[src/mcsr_pkg.sv]
package mcsr_pkg;

	localparam int ADDR_W = 10;
	// register indices; the byte address is four times the index
	localparam logic [7:0] IDX_SYS_CONFIG = 8'h40;
	localparam logic [7:0] IDX_LIMIT_STATUS = 8'h41;
	localparam logic [ADDR_W-1:0] ADDR_SYS_CONFIG = {IDX_SYS_CONFIG, 2'b00};
	localparam logic [ADDR_W-1:0] ADDR_LIMIT_STATUS =
		{IDX_LIMIT_STATUS, 2'b00};
	// own registers: interrupt status/mask and limit values
	localparam logic [ADDR_W-1:0] ADDR_IRQ_STATUS = 10'h180;
	localparam logic [ADDR_W-1:0] ADDR_IRQ_MASK = 10'h184;
	localparam logic [ADDR_W-1:0] ADDR_LIMIT_BASE = 10'h200;
	// ten limit bytes, one word each
	localparam logic [ADDR_W-1:0] LIMIT_SPAN = 10'h028;
	// limit window: channel in offset bits 3 and up, high/low in bit 2
	localparam int LIM_CH_SHIFT = 3;
	localparam int LIM_HIGH_BIT = 2;
	localparam logic [7:0] CFG_RSVD_MASK = 8'h10;

	localparam logic [7:0] CFG_RESET = 8'h00;
	localparam logic [7:0] STATUS_RESET = 8'h00;

	// configuration field positions
	localparam int CFG_GO = 0;
	localparam int CFG_LOCK = 1;
	localparam int CFG_READY = 2;
	localparam int CFG_FANS_MAX = 3;
	localparam int CFG_SPINUP = 5;
	localparam int CFG_TIMEOUT_OFF = 6;
	localparam int CFG_SUPPLY_5V = 7;
	// software-writable bits of the configuration register
	localparam logic [7:0] CFG_WR_MASK = 8'hEB;
	// bits that freeze once the lock is set
	localparam logic [7:0] CFG_LOCKABLE = 8'hC3;

	// status field positions
	localparam int ST_MID_RAIL = 0;
	localparam int ST_SUPPLY = 2;
	localparam int ST_REMOTE_ONE = 4;
	localparam int ST_LOCAL = 5;
	localparam int ST_REMOTE_TWO = 6;
	localparam int ST_SECOND = 7;
	localparam logic [7:0] ST_LATCH_MASK = 8'h75;

	// five monitored channels: mid rail, supply, remote1, local, remote2
	localparam int NUM_CH = 5;
	// limit register index inside the limit window: low at 2n, high at 2n+1
	localparam int NUM_LIM = 10;
	localparam logic [7:0] VOLT_LOW_DEF = 8'h00;
	localparam logic [7:0] VOLT_HIGH_DEF = 8'hFF;
	localparam logic [7:0] TEMP_LOW_DEF = 8'h81;
	localparam logic [7:0] TEMP_HIGH_DEF = 8'h7F;
	// power-up count; ready is raised one cycle after the counter reaches it, 17 cycles after reset release
	localparam int POWERUP_CYCLES = 16;

	localparam logic [1:0] RESP_OKAY = 2'b00;
	localparam logic [1:0] RESP_SLVERR = 2'b10;

	typedef struct packed {
		logic [7:0] low;
		logic [7:0] high;
	} mcsr_limit_t;

	typedef struct packed {
		logic aw_seen;
		logic [ADDR_W-1:0] aw_addr;
		logic w_seen;
		logic [31:0] w_data;
		logic [3:0] w_strb;
		logic bvalid;
		logic [1:0] bresp;
		logic rvalid;
		logic [31:0] rdata;
		logic [1:0] rresp;
		logic [7:0] cfg;
		logic [7:0] status;
		logic [7:0] irq_status;
		logic [7:0] irq_mask;
		logic [4:0] pwr_cnt;
		mcsr_limit_t [NUM_CH-1:0] lim;
	} mcsr_state_t;

endpackage : mcsr_pkg

[src/mcsr_regs.sv]
// Local design decision: the AXI4-Lite register port.
`timescale 1ns/100ps
// Overview of operation
// - go=1 uses programmed limits; go=0 uses power-up default limits
// - clearing go keeps programmed limit values stored
// - once lock is written, the go bit ignores writes
// - lock writable once; lockable bits frozen until power cycle
// - ready bit set once power-up completes
// - fans_max_override forces full fans, resets 0, never locked
// - spinup_fixed_time holds pwm high for whole spin-up timeout
// - bus_timeout_off disables bus timeout detection; lockable
// - supply scale bit selects 5 V or 3.3 V measurement; lockable
// - status bit 0 mid rail, bit 2 supply limit violations
// - status bits 4,5,6 remote1, local, remote2 temperature violations
// - status read clears only flags whose condition has gone
// - status bits 1,3 and config bit 4 reserved, read-only
// - status bit 7 is OR of second status register flags
// - high violation when reading above high; low when at or below
// - temperature one degree past a limit sets its flag
module mcsr_regs (
	// clock and reset
	input wire logic core_clk,
	input wire logic rst_n,
	// axi4-lite write address
	input wire logic awvalid,
	output logic awready,
	input wire logic [mcsr_pkg::ADDR_W-1:0] awaddr,
	// axi4-lite write data
	input wire logic wvalid,
	output logic wready,
	input wire logic [31:0] wdata,
	input wire logic [3:0] wstrb,
	// axi4-lite write response
	output logic bvalid,
	input wire logic bready,
	output logic [1:0] bresp,
	// axi4-lite read address
	input wire logic arvalid,
	output logic arready,
	input wire logic [mcsr_pkg::ADDR_W-1:0] araddr,
	// axi4-lite read data
	output logic rvalid,
	input wire logic rready,
	output logic [31:0] rdata,
	output logic [1:0] rresp,
	// measured readings, one byte per channel
	input wire logic [7:0] mid_rail_reading,
	input wire logic [7:0] supply_reading,
	input wire logic [7:0] remote_one_reading,
	input wire logic [7:0] local_reading,
	input wire logic [7:0] remote_two_reading,
	// flags of the second status register
	input wire logic [7:0] second_status_flags,
	// controls to the monitor datapath
	output logic monitor_go,
	output logic fans_max_override,
	output logic spinup_fixed_time,
	output logic bus_timeout_off,
	output logic supply_scale_5v,
	output logic monitor_ready,
	output logic config_locked,
	output logic [8*mcsr_pkg::NUM_LIM-1:0] active_limits,
	// interrupt
	output logic irq
);

	mcsr_pkg::mcsr_state_t s_q;
	mcsr_pkg::mcsr_state_t s_d;
	logic [mcsr_pkg::NUM_CH-1:0] viol;
	logic [7:0] reading [mcsr_pkg::NUM_CH];
	logic [7:0] cond;
	logic [7:0] status_view;
	// one decode flag per register target, read and write side
	logic [mcsr_pkg::ADDR_W-1:0] rd_off;
	logic [mcsr_pkg::ADDR_W-1:0] wr_off;
	logic rd_cfg;
	logic rd_status;
	logic rd_irq_st;
	logic rd_irq_mask;
	logic rd_limit;
	logic wr_cfg;
	logic wr_status;
	logic wr_irq_st;
	logic wr_irq_mask;
	logic wr_limit;
	logic [2:0] rd_ch;
	logic [2:0] wr_ch;
	logic rd_high;
	logic wr_high;

	assign reading[0] = mid_rail_reading;
	assign reading[1] = supply_reading;
	assign reading[2] = remote_one_reading;
	assign reading[3] = local_reading;
	assign reading[4] = remote_two_reading;

	// temperatures are two's complement, voltages unsigned
	genvar g;
	generate
		for (g = 0; g < mcsr_pkg::NUM_CH; g++)
		begin : g_ch
			logic [7:0] lo;
			logic [7:0] hi;
			logic is_temp;
			assign is_temp = (g >= 2);
			// default limits while go is clear, stored ones kept
			assign lo = s_q.cfg[mcsr_pkg::CFG_GO] ? s_q.lim[g].low
				: (is_temp ? mcsr_pkg::TEMP_LOW_DEF : mcsr_pkg::VOLT_LOW_DEF);
			assign hi = s_q.cfg[mcsr_pkg::CFG_GO] ? s_q.lim[g].high
				: (is_temp ? mcsr_pkg::TEMP_HIGH_DEF
				: mcsr_pkg::VOLT_HIGH_DEF);
			assign active_limits[16*g +: 16] = {hi, lo};
			// strict above high, at or below low
			assign viol[g] = is_temp
				? (($signed(reading[g]) > $signed(hi))
				|| ($signed(reading[g]) <= $signed(lo)))
				: ((reading[g] > hi) || (reading[g] <= lo));
		end
	endgenerate

	always_comb
	begin
		cond = 8'h00;
		cond[mcsr_pkg::ST_MID_RAIL] = viol[0];
		cond[mcsr_pkg::ST_SUPPLY] = viol[1];
		cond[mcsr_pkg::ST_REMOTE_ONE] = viol[2];
		cond[mcsr_pkg::ST_LOCAL] = viol[3];
		cond[mcsr_pkg::ST_REMOTE_TWO] = viol[4];
	end

	// bit 7 is live, reserved bits stay zero
	assign status_view = (s_q.status & mcsr_pkg::ST_LATCH_MASK)
		| {|second_status_flags, 7'h00};

	// read address decode straight from the bus, taken in the same cycle
	always_comb
	begin
		rd_cfg = 1'b0;
		rd_status = 1'b0;
		rd_irq_st = 1'b0;
		rd_irq_mask = 1'b0;
		rd_limit = 1'b0;
		rd_off = araddr - mcsr_pkg::ADDR_LIMIT_BASE;
		rd_ch = 3'(rd_off >> mcsr_pkg::LIM_CH_SHIFT);
		rd_high = rd_off[mcsr_pkg::LIM_HIGH_BIT];
		if (araddr == mcsr_pkg::ADDR_SYS_CONFIG)
		begin
			rd_cfg = 1'b1;
		end
		else if (araddr == mcsr_pkg::ADDR_LIMIT_STATUS)
		begin
			rd_status = 1'b1;
		end
		else if (araddr == mcsr_pkg::ADDR_IRQ_STATUS)
		begin
			rd_irq_st = 1'b1;
		end
		else if (araddr == mcsr_pkg::ADDR_IRQ_MASK)
		begin
			rd_irq_mask = 1'b1;
		end
		else if (araddr >= mcsr_pkg::ADDR_LIMIT_BASE
			&& rd_off < mcsr_pkg::LIMIT_SPAN && araddr[1:0] == 2'b00)
		begin
			rd_limit = 1'b1;
		end
	end

	// write decode works on the held address, so aw and w may come apart
	always_comb
	begin
		wr_cfg = 1'b0;
		wr_status = 1'b0;
		wr_irq_st = 1'b0;
		wr_irq_mask = 1'b0;
		wr_limit = 1'b0;
		wr_off = s_q.aw_addr - mcsr_pkg::ADDR_LIMIT_BASE;
		wr_ch = 3'(wr_off >> mcsr_pkg::LIM_CH_SHIFT);
		wr_high = wr_off[mcsr_pkg::LIM_HIGH_BIT];
		if (s_q.aw_addr == mcsr_pkg::ADDR_SYS_CONFIG)
		begin
			wr_cfg = 1'b1;
		end
		else if (s_q.aw_addr == mcsr_pkg::ADDR_LIMIT_STATUS)
		begin
			wr_status = 1'b1;
		end
		else if (s_q.aw_addr == mcsr_pkg::ADDR_IRQ_STATUS)
		begin
			wr_irq_st = 1'b1;
		end
		else if (s_q.aw_addr == mcsr_pkg::ADDR_IRQ_MASK)
		begin
			wr_irq_mask = 1'b1;
		end
		else if (s_q.aw_addr >= mcsr_pkg::ADDR_LIMIT_BASE
			&& wr_off < mcsr_pkg::LIMIT_SPAN && s_q.aw_addr[1:0] == 2'b00)
		begin
			wr_limit = 1'b1;
		end
	end

	always_comb
	begin
		logic [7:0] wbyte;
		logic [7:0] wmask;
		logic [7:0] rd;
		logic do_write;
		logic do_read;
		logic bad;
		logic [7:0] new_ev;
		wbyte = 8'h00;
		wmask = 8'h00;
		rd = 8'h00;
		do_write = 1'b0;
		do_read = 1'b0;
		bad = 1'b0;
		new_ev = 8'h00;
		s_d = s_q;

		// power-up counter, ready once it saturates
		if (s_q.pwr_cnt != 5'(mcsr_pkg::POWERUP_CYCLES))
			s_d.pwr_cnt = s_q.pwr_cnt + 5'd1;
		else
			s_d.cfg[mcsr_pkg::CFG_READY] = 1'b1;

		if (awvalid && !s_q.aw_seen)
		begin
			s_d.aw_seen = 1'b1;
			s_d.aw_addr = awaddr;
		end
		if (wvalid && !s_q.w_seen)
		begin
			s_d.w_seen = 1'b1;
			s_d.w_data = wdata;
			s_d.w_strb = wstrb;
		end
		if (bvalid && bready)
			s_d.bvalid = 1'b0;
		if (rvalid && rready)
			s_d.rvalid = 1'b0;

		// latch new violations; read clear below cannot drop them
		new_ev = cond & ~s_q.status;
		s_d.status = s_q.status | cond;
		s_d.irq_status = s_q.irq_status | new_ev;

		// read channel
		if (arvalid && !s_q.rvalid)
		begin
			do_read = 1'b1;
			if (rd_cfg)
			begin
				rd = s_q.cfg & ~mcsr_pkg::CFG_RSVD_MASK;
			end
			else if (rd_status)
			begin
				rd = status_view;
				// clear only subsided flags; persisting ones stay
				s_d.status = (s_q.status & cond) | cond;
			end
			else if (rd_irq_st)
			begin
				rd = s_q.irq_status;
			end
			else if (rd_irq_mask)
			begin
				rd = s_q.irq_mask;
			end
			else if (rd_limit)
			begin
				rd = rd_high ? s_q.lim[rd_ch].high : s_q.lim[rd_ch].low;
			end
			else
			begin
				bad = 1'b1;
			end
			s_d.rvalid = 1'b1;
			s_d.rdata = {24'h00_0000, rd};
			s_d.rresp = bad ? mcsr_pkg::RESP_SLVERR : mcsr_pkg::RESP_OKAY;
		end

		// write once both halves are held and the response slot is free
		if (s_q.aw_seen && s_q.w_seen && !s_q.bvalid)
		begin
			do_write = s_q.w_strb[0];
			wbyte = s_q.w_data[7:0];
			bad = 1'b0;
			s_d.aw_seen = 1'b0;
			s_d.w_seen = 1'b0;
			if (wr_cfg)
			begin
				// writable bits minus frozen ones once locked
				wmask = mcsr_pkg::CFG_WR_MASK
					& ~(s_q.cfg[mcsr_pkg::CFG_LOCK]
					? mcsr_pkg::CFG_LOCKABLE : 8'h00);
				if (do_write)
					s_d.cfg = (s_d.cfg & ~wmask) | (wbyte & wmask);
			end
			else if (wr_status)
			begin
				wmask = 8'h00;
			end
			else if (wr_irq_st)
			begin
				// set wins over write-one-to-clear
				if (do_write)
					s_d.irq_status = (s_q.irq_status & ~wbyte) | new_ev;
			end
			else if (wr_irq_mask)
			begin
				if (do_write)
					s_d.irq_mask = wbyte;
			end
			else if (wr_limit)
			begin
				// limits are not lockable, go does not touch them
				if (do_write && wr_high)
				begin
					s_d.lim[wr_ch].high = wbyte;
				end
				else if (do_write)
				begin
					s_d.lim[wr_ch].low = wbyte;
				end
			end
			else
			begin
				bad = 1'b1;
			end
			s_d.bvalid = 1'b1;
			s_d.bresp = bad ? mcsr_pkg::RESP_SLVERR : mcsr_pkg::RESP_OKAY;
		end

		if (!rst_n)
		begin
			s_d = '0;
			s_d.cfg = mcsr_pkg::CFG_RESET;
			s_d.status = mcsr_pkg::STATUS_RESET;
			for (int i = 0; i < mcsr_pkg::NUM_CH; i++)
			begin
				s_d.lim[i].low = (i >= 2) ? mcsr_pkg::TEMP_LOW_DEF
					: mcsr_pkg::VOLT_LOW_DEF;
				s_d.lim[i].high = (i >= 2) ? mcsr_pkg::TEMP_HIGH_DEF
					: mcsr_pkg::VOLT_HIGH_DEF;
			end
		end
	end

	always_ff @(posedge core_clk)
	begin
		s_q <= s_d;
	end

	assign awready = !s_q.aw_seen;
	assign wready = !s_q.w_seen;
	assign bvalid = s_q.bvalid;
	assign bresp = s_q.bresp;
	assign arready = !s_q.rvalid;
	assign rvalid = s_q.rvalid;
	assign rdata = s_q.rdata;
	assign rresp = s_q.rresp;

	assign monitor_go = s_q.cfg[mcsr_pkg::CFG_GO];
	assign fans_max_override = s_q.cfg[mcsr_pkg::CFG_FANS_MAX];
	assign spinup_fixed_time = s_q.cfg[mcsr_pkg::CFG_SPINUP];
	assign bus_timeout_off = s_q.cfg[mcsr_pkg::CFG_TIMEOUT_OFF];
	assign supply_scale_5v = s_q.cfg[mcsr_pkg::CFG_SUPPLY_5V];
	assign monitor_ready = s_q.cfg[mcsr_pkg::CFG_READY];
	assign config_locked = s_q.cfg[mcsr_pkg::CFG_LOCK];
	assign irq = |(s_q.irq_status & s_q.irq_mask);

endmodule : mcsr_regs

[config.mk]
export PLATFORM = sky130hd
export DESIGN_NAME = mcsr_regs
export DESIGN_NICKNAME = d
export VERILOG_FILES = /design/src/mcsr_pkg.sv /design/src/mcsr_regs.sv
export SDC_FILE = /design/constraint.sdc
export NUM_CORES = 1
export LEC_CHECK = 0
export BUFFER_PORTS_ARGS = -buffer_cell sky130_fd_sc_hd__clkbuf_2
export CORE_ASPECT_RATIO = 0.5
export CORE_UTILIZATION = 50
export CTS_CLUSTER_DIAMETER = 200
export DETAILED_ROUTE_END_ITERATION = 8
export GPL_TIMING_DRIVEN = 0
export PLACE_DENSITY = 0.75
export SLEW_MARGIN = 20
export SYNTH_ARGS = -nofsm -noshare
export SYNTH_HDL_FRONTEND = slang
export SYNTH_SLANG_ARGS = --single-unit
[constraint.sdc]
create_clock -name core_clk -period 3 [get_ports core_clk]
set_input_delay 0 -clock core_clk [delete_from_list [all_inputs] [get_ports core_clk]]
set_output_delay 0 -clock core_clk [all_outputs]
set_load 0.005 [all_outputs]
==> results of run 1 <==
==> cell usage after synthesis, types with 4 or more instances <==
cell type / count
inv_1: 97
nor3_2: 4
a22oi_1: 12
o31ai_1: 4
and2_1: 5
a32o_1: 4
mux4_2: 8
nor2_1: 83
mux2_2: 5
o221ai_1: 6
o21a_1: 7
o211ai_1: 4
buf_1: 5
o31a_1: 4
o21ai_0: 38
nand3_1: 26
nand4_1: 13
o22ai_1: 7
nand2b_1: 30
nor3_1: 6
mux2i_1: 91
and4_1: 4
clkbuf_1: 45
a31oi_1: 5
buf_6: 4
a21oi_1: 77
a21o_1: 11
ha_1: 82
dfxtp_1: 146
buf_4: 36
nand2_1: 158
nor4b_1: 5
nor3_4: 9
nand3b_1: 6
buf_2: 5
a211oi_1: 4
nor2b_1: 27
==> cell families after synthesis <==
logic type	Yosys count
AO/OA/AOI/OAI	205
XOR/XNOR	4
AND/OR/NAND/NOR	401
other	1
multiplexers	104
adder cells (fa/ha/maj)	82
flip-flops	146
buffers and inverters	193
==> through the flow <==
step	setup slack (ps)	instance area, um2	hold WS, ps	setup TNS (ps)
CTS	130	11500	86.2	0
floorplan	536	9490	99.0	0
global placement	-518	10700	187	-3790
detailed placement	-579	10700	191	-4110
finish	126	11500	103	0
global route	11.2	11500	111	0
==> power breakdown <==
| part | internal (mW) | switching (mW) | leakage [nW] |
|---|---|---|---|
| Combinational | 0.251 | 0.364 | 3.83 |
| Sequential | 1.98 | 0.0535 | 1.19 |
| Clock | 1.32 | 0.900 | 0.294 |
| Total | 3.56 | 1.32 | 5.31 |
==> timing repair <==
action	in CTS	in global routing
endpoints found under the setup margin	10	2
cloned	0	0
pin swaps	0	1
endpoints found under the hold margin	23	0
resized for setup	5	2
setup buffers	0	1
hold buffers	24	0
==> critical path: cells and delay by family (launching register included) <==
family	cells	cell delay [ps]
AOI/OAI and AO/OA	4	950
adders and majority gates	1	270
buffers and inverters	1	570
DFF	1	520
and+or+nand+nor	2	490
==> how the worst min path moves through the flow <==
| stage | start | to | slack (ps) | depth (start not counted) |
|---|---|---|---|---|
| after global routing | rst_n | s_q[83]$_SDFFE_PN0P_ | 110 | 3 |
| after CTS | rst_n | s_q[82]$_SDFFE_PN0P_ | 90 | 3 |
| after global placement | rready | rvalid$_SDFFE_PN0P_ | 190 | 2 |
| after detailed placement | rready | rvalid$_SDFFE_PN0P_ | 190 | 2 |
| after floorplan | rready | rvalid$_SDFFE_PN0P_ | 100 | 1 |
| final | rst_n | s_q[82]$_SDFFE_PN0P_ | 100 | 3 |
==> area by class of cell <==
type	count	area, um2	share of cell area [%]
plain buffers	94	531	4.59
clock buffers	18	429	3.72
clock inverters	14	179	1.55
inverters	98	368	3.19
multi-input cells	822	5670	49.1
flip-flops and latches	146	2920	25.3
well taps	234	293	2.54
repair buffers	207	1160	10.0
==> per-layer routing <==
metal	vias to the layer above	part of all wire (%)	track usage (%)
li1	4382	-	-
met1	4503	45	50.1
met2	523	41	53.2
met3	65	11	8.73
met4	0	2.3	9.38
met5	-	0	0
==> results.md, run 1 <==
* Status: finished clean
* Reg-to-reg endpoint: s_q[107]$_SDFF_PN0_
* Dpl hpwl at around 27 mm
* Fin crit period at approximately 2900 ps
* Max reg flops at roughly 130
* Endpoints failing setup at 0
* Compound-Gate Fraction of Synth Area at approximately 14%
* Global-route wire length before repair at a little over 50 mm
* Setup Skew at ~8.7 ps
* Post-synthesis simple-gate area fraction at between 20% and 30%
* VDD IR max at about 360 uV
* DIE HEIGHT at 98.9 um
* Area Growth Syn to Fin at 23.0%
* Synth Instances at about 1100
* DRC Markers at 0
* Io pins at 240
* Initial Utilization at a little over half
* Mux cell area share after synthesis at between 10 and 15%
* Reg2Reg Depth at 8
* EDFF count, synth at 0
* Drt pass-1 iters at 8
* CP Max Fanout at 11
* Share of cells above drive strength 1 at a little over a fifth
* Util after Layout at about 65%
* Worst-Skew Late Latency at around 430 ps
* Clk buf depth at 2
* # rows at 34
* DR WL/cell at between 20 and 25 um
* Slowest library cell on the worst path: clkbuf_1
* Via count at roughly 9500
* Main combinational cell family by area after synthesis: simple AND/OR/NAND/NOR gates
* Number of H-tree levels at 4
* Worst Path Arrival at ~3200 ps
* CTS sink cnt at ~150
* Routability cong. at between 0.9 and 1
* Internal reg-to-reg setup slack at about 130 ps
* Vias per inst at around 5.8
* Die ar. at a little under 0.02 mm2
* Sequential area share after synthesis at a little under a third
* Slew Limit Fails at 0
* Synth Area in Adders at between 10% and 20%
* Post-route insts no fill at 1633
* Worst slew margin at 33.1%
* RSZ-0062 raised after global routing: no
* Die width at about 200 um
* Synth cell types at 70
* Clock-pin slew on the worst setup and hold paths at 60 ps
* Most frequent cells in the layout: 187 x clkbuf_2, 158 x nand2_1, 145 x dfxtp_1
* DRT iter0 DRCs at approximately 830
* Post-synthesis xor/xnor area fraction at less than 1%
* Worst stage delay on the critical path at about 570 ps
* Mapped Area at about 0.0094 mm2
* Pin count of the biggest net entering global routing at 17
* Leading area contributor after synthesis: dfxtp_1
* Period utilisation layout at 95.8%
* Input/output buffers at approximately 180
* Startpoint Class: flip-flop
* Total track usage at 35.3%
* Worst setup EP type: flip-flop
* Nets at ~1600
* Synth top area share at a little under a third
* Synthesis-stage register bit count at around 150
* Final Power at 4.87 mW
* Syn Area/Cell at between 8 and 9 um2
* Worst-Margin Slew at between 1000 and 1500 ps
* CTS tree: done
* Fill cell count at around 1600
* Crit path cell chain: clkbuf_1, nor2b_1, ha_1, and4_1, a41oi_1, a21oi_1, a31oi_1, o31a_1
* Critical path type: reg2reg
* Vias in the first global route at around 8900
* Grt ovf at 0
* Leakage dissipation at 5.31 nW
* Core Area at roughly 0.018 mm2
* Area contributors post-synth: dfxtp_1 31%, ha_1 11%, mux2i_1 9.7%, nand2_1 6.3%, a21oi_1 4.1%
* Cell Count Post-Placement at 1577
* PD cells at between 400 and 500 mW/mm2
* Fmax at 348 MHz
* Worst Hold Class: in2reg
* Crit path to: s_q[107]$_SDFF_PN0_
* MaxCap Viol Count at 0
* Post-synth ARST share at 0%
* Num CTS Buffers at 17
* Antenna Diode Count at 0
* Largest Register: s_q
* Ys Warns at 0
* Commonest non-fill, non-tap cell in the layout: clkbuf_2
* Root Buffer: clkbuf_16
* Final Hold Vio Count at 0
* Top FF cell, synth: dfxtp_1
* Req. time, crit path at between 3000 and 4000 ps
* Initial antenna violation count at 0
* Post-route ant nets at 0
* Final wirelength at roughly 34 mm
Note: power is estimated with default switching activity, not from simulation.
==> run 2: changes to the inputs <==
Settings changed: GPL_TIMING_DRIVEN 0 to default.
Clock period 3 ns to 3.05 ns, I/O delays scaled along.
==> results.md, run 2 (same netlist as run 1, synthesis figures left out) <==
* Core Area at between 0.015 and 0.02 mm2
* Hold depth at 3
* Worst-Margin Slew at around 1000 ps
* Design Area, Final at approximately 0.011 mm2
* Internal reg-to-reg setup slack at around 500 ps
* DIE HEIGHT at 98.9 um
* CP Max Fanout at 29
* Share of power burned in registers at ~43%
* Startpoint Class: flip-flop
* Reg-to-reg endpoint: s_q[103]$_SDFF_PN0_
* Util after Layout at 62.4%
* Worst setup EP type: flip-flop
* RSZ-0062 raised after global routing: no
* Setup TNS at 0 ps
* Worst Hold Class: in2reg
* Fin crit period at ~2500 ps
* PD cells at ~420 mW/mm2
* Vias in the first global route at between 8000 and 9000
* Worst-Skew Late Latency at around 420 ps
* # Post-CTS Setup Buffers at 0
* Final wirelength at around 29 mm
* Input/output buffers at 186
* Leakage dissipation at about 5.1 nW
* Int Pwr at about 3.5 mW
* Worst stage delay on the critical path at 650 ps
* Share of total power in combinational logic at 11.1%
* Global-route wire length before repair at ~45 mm
* Post-route ant nets at 0
* Cell Area, Placed at approximately 0.01 mm2
* Critical path type: reg2reg
* Die ar. at between 0.015 and 0.02 mm2
* MaxCap Viol Count at 0
* Antenna Diode Count at 0
* Nets at about 1500
* Num CTS Buffers at 17
* Clock-pin slew on the worst setup and hold paths at ~60 ps
* Pin count of the biggest net entering global routing at 63
* VDD IR max at 334 uV
* Routability cong. at 0.957
* Area Growth Syn to Fin at 18.7%
* Total track usage at ~30%
* Dpl hpwl at between 20 and 25 mm
* Most frequent cells in the layout: 186 x clkbuf_2, 158 x nand2_1, 145 x dfxtp_1
* Sw frac at 25.8%
* P_sw at approximately 1.2 mW
* DRC Markers at 0
* Share of cells above drive strength 1 at between 20 and 25%
* Reg2Reg Depth at 8
* Hold path startpoint: rst_n
* Grt ovf at 0
* Pre-CTS setup slack at ~550 ps
* Vias per inst at 5.78
* Final Worst Setup Slack at approximately 500 ps
* Req. time, crit path at ~3300 ps
* Period utilisation layout at between 80 and 90%
* Crit path cell chain: buf_4, nor2b_1, ha_1, and2_1, o21ai_0, nor4bb_1, o211a_1, a21oi_1
* Hold Path End: fans_max_override$_SDFFE_PN0P_
* Die width at approximately 200 um
* Initial Utilization at between 50% and 60%
* Number of H-tree levels at 4
* Worst slew margin at 31.6%
* DR WL/cell at between 15 and 20 um
* Fill cell count at 1582
* Max reg flops at between 100 and 150
* Worst Path Arrival at between 2000 and 3000 ps
* Clk buf depth at 2
* Final Power at 4.68 mW
* Final Hold Vio Count at 0
* CTS tree: done
* Commonest non-fill, non-tap cell in the layout: clkbuf_2
* Initial antenna violation count at 0
* Endpoints failing setup at 0
* Status: finished clean
* Clk pwr share at 45.9%
* Slew Limit Fails at 0
* Io pins at between 200 and 250
* Via count at between 8000 and 9000
* # rows at 34
* Drt pass-1 iters at 5
* DRT iter0 DRCs at 985
* CTS sink cnt at around 150
* Root Buffer: clkbuf_16
* Fmax at around 390 MHz
* Slowest library cell on the worst path: dfxtp_2
* Largest Register: s_q
* Setup Skew at roughly 6.5 ps
==> run 2: cell count changes in the layout (fill, tap and decap cells not counted) <==
cell / before / now
buf_1: 5 / 0
buf_12: 0 / 1
buf_2: 5 / 0
buf_4: 37 / 13
buf_6: 4 / 0
clkbuf_1: 40 / 2
clkbuf_2: 187 / 186
clkbuf_8: 0 / 1
clkinv_4: 2 / 5
inv_6: 4 / 0
inv_8: 1 / 0
==> run 2: layout make-up <==
cell class,instances,area [um2],area share [%]
Inverter,98,368,3.30
Timing Repair Buffer,224,1290,11.6
Multi-Input combinational cell,822,5670,50.8
Tap cell,234,293,2.63
Clock buffer,20,447,4.01
Clock inverter,12,159,1.43
Sequential cell,146,2920,26.2
==> run 2: worst max path at each step <==
| stage | from | endpoint | slack, ps | depth (start not counted) |
|---|---|---|---|---|
| 3_3_place_gp | flip-flop | s_q[103]$_SDFF_PN0_ | 630 | 9 |
| 6_report | flip-flop | s_q[103]$_SDFF_PN0_ | 500 | 8 |
| 3_5_place_dp | flip-flop | s_q[103]$_SDFF_PN0_ | 550 | 8 |
| 4_1_cts | flip-flop | s_q[103]$_SDFF_PN0_ | 530 | 8 |
| 2_1_floorplan | flip-flop | s_q[107]$_SDFF_PN0_ | 590 | 10 |
| 5_1_grt | flip-flop | s_q[103]$_SDFF_PN0_ | 290 | 9 |
==> run 2: power by group through the flow <==
stage / sequential, mW / clock [mW] / combinational, mW
2_1_floorplan: 2.02 / 0 / 0.353
3_3_place_gp: 2.05 / 0 / 0.461
3_5_place_dp: 2.05 / 0 / 0.479
4_1_cts: 2.01 / 2.14 / 0.506
5_1_grt: 2.02 / 2.24 / 0.571
6_report: 2.02 / 2.15 / 0.517
==> run 2: per-stage QoR <==
step | hold WS, ps | instances
after global placement | 184 | 1500
final | 106 | 1556
after global routing | 127 | 1556
after CTS | 101 | 1556
after floorplan | 99.0 | 1161
after detailed placement | 190 | 1500
==> run 2: worst max-delay path, delay by kind of cell, from the launching register on <==
family | cells | cell delay (ps)
simple gates | 3 | 680
compound gates | 3 | 520
flops | 1 | 650
fa+ha+maj | 1 | 270
buf+inv | 1 | 290
==> run 2: per-layer routing <==
metal,vias up,wire length [um],track usage (%)
met5,-,0,0
met4,0,476,7.93
met3,56,2820,7.77
met2,453,12700,46.9
met1,4251,12900,41.1
li1,4232,-,-
==> run 2: what timing repair did <==
item / in CTS / in global routing
endpoints found under the hold margin: 23 / 0
resized for setup: 0 / 0
hold buffers: 24 / 0
endpoints found under the setup margin: 0 / 0
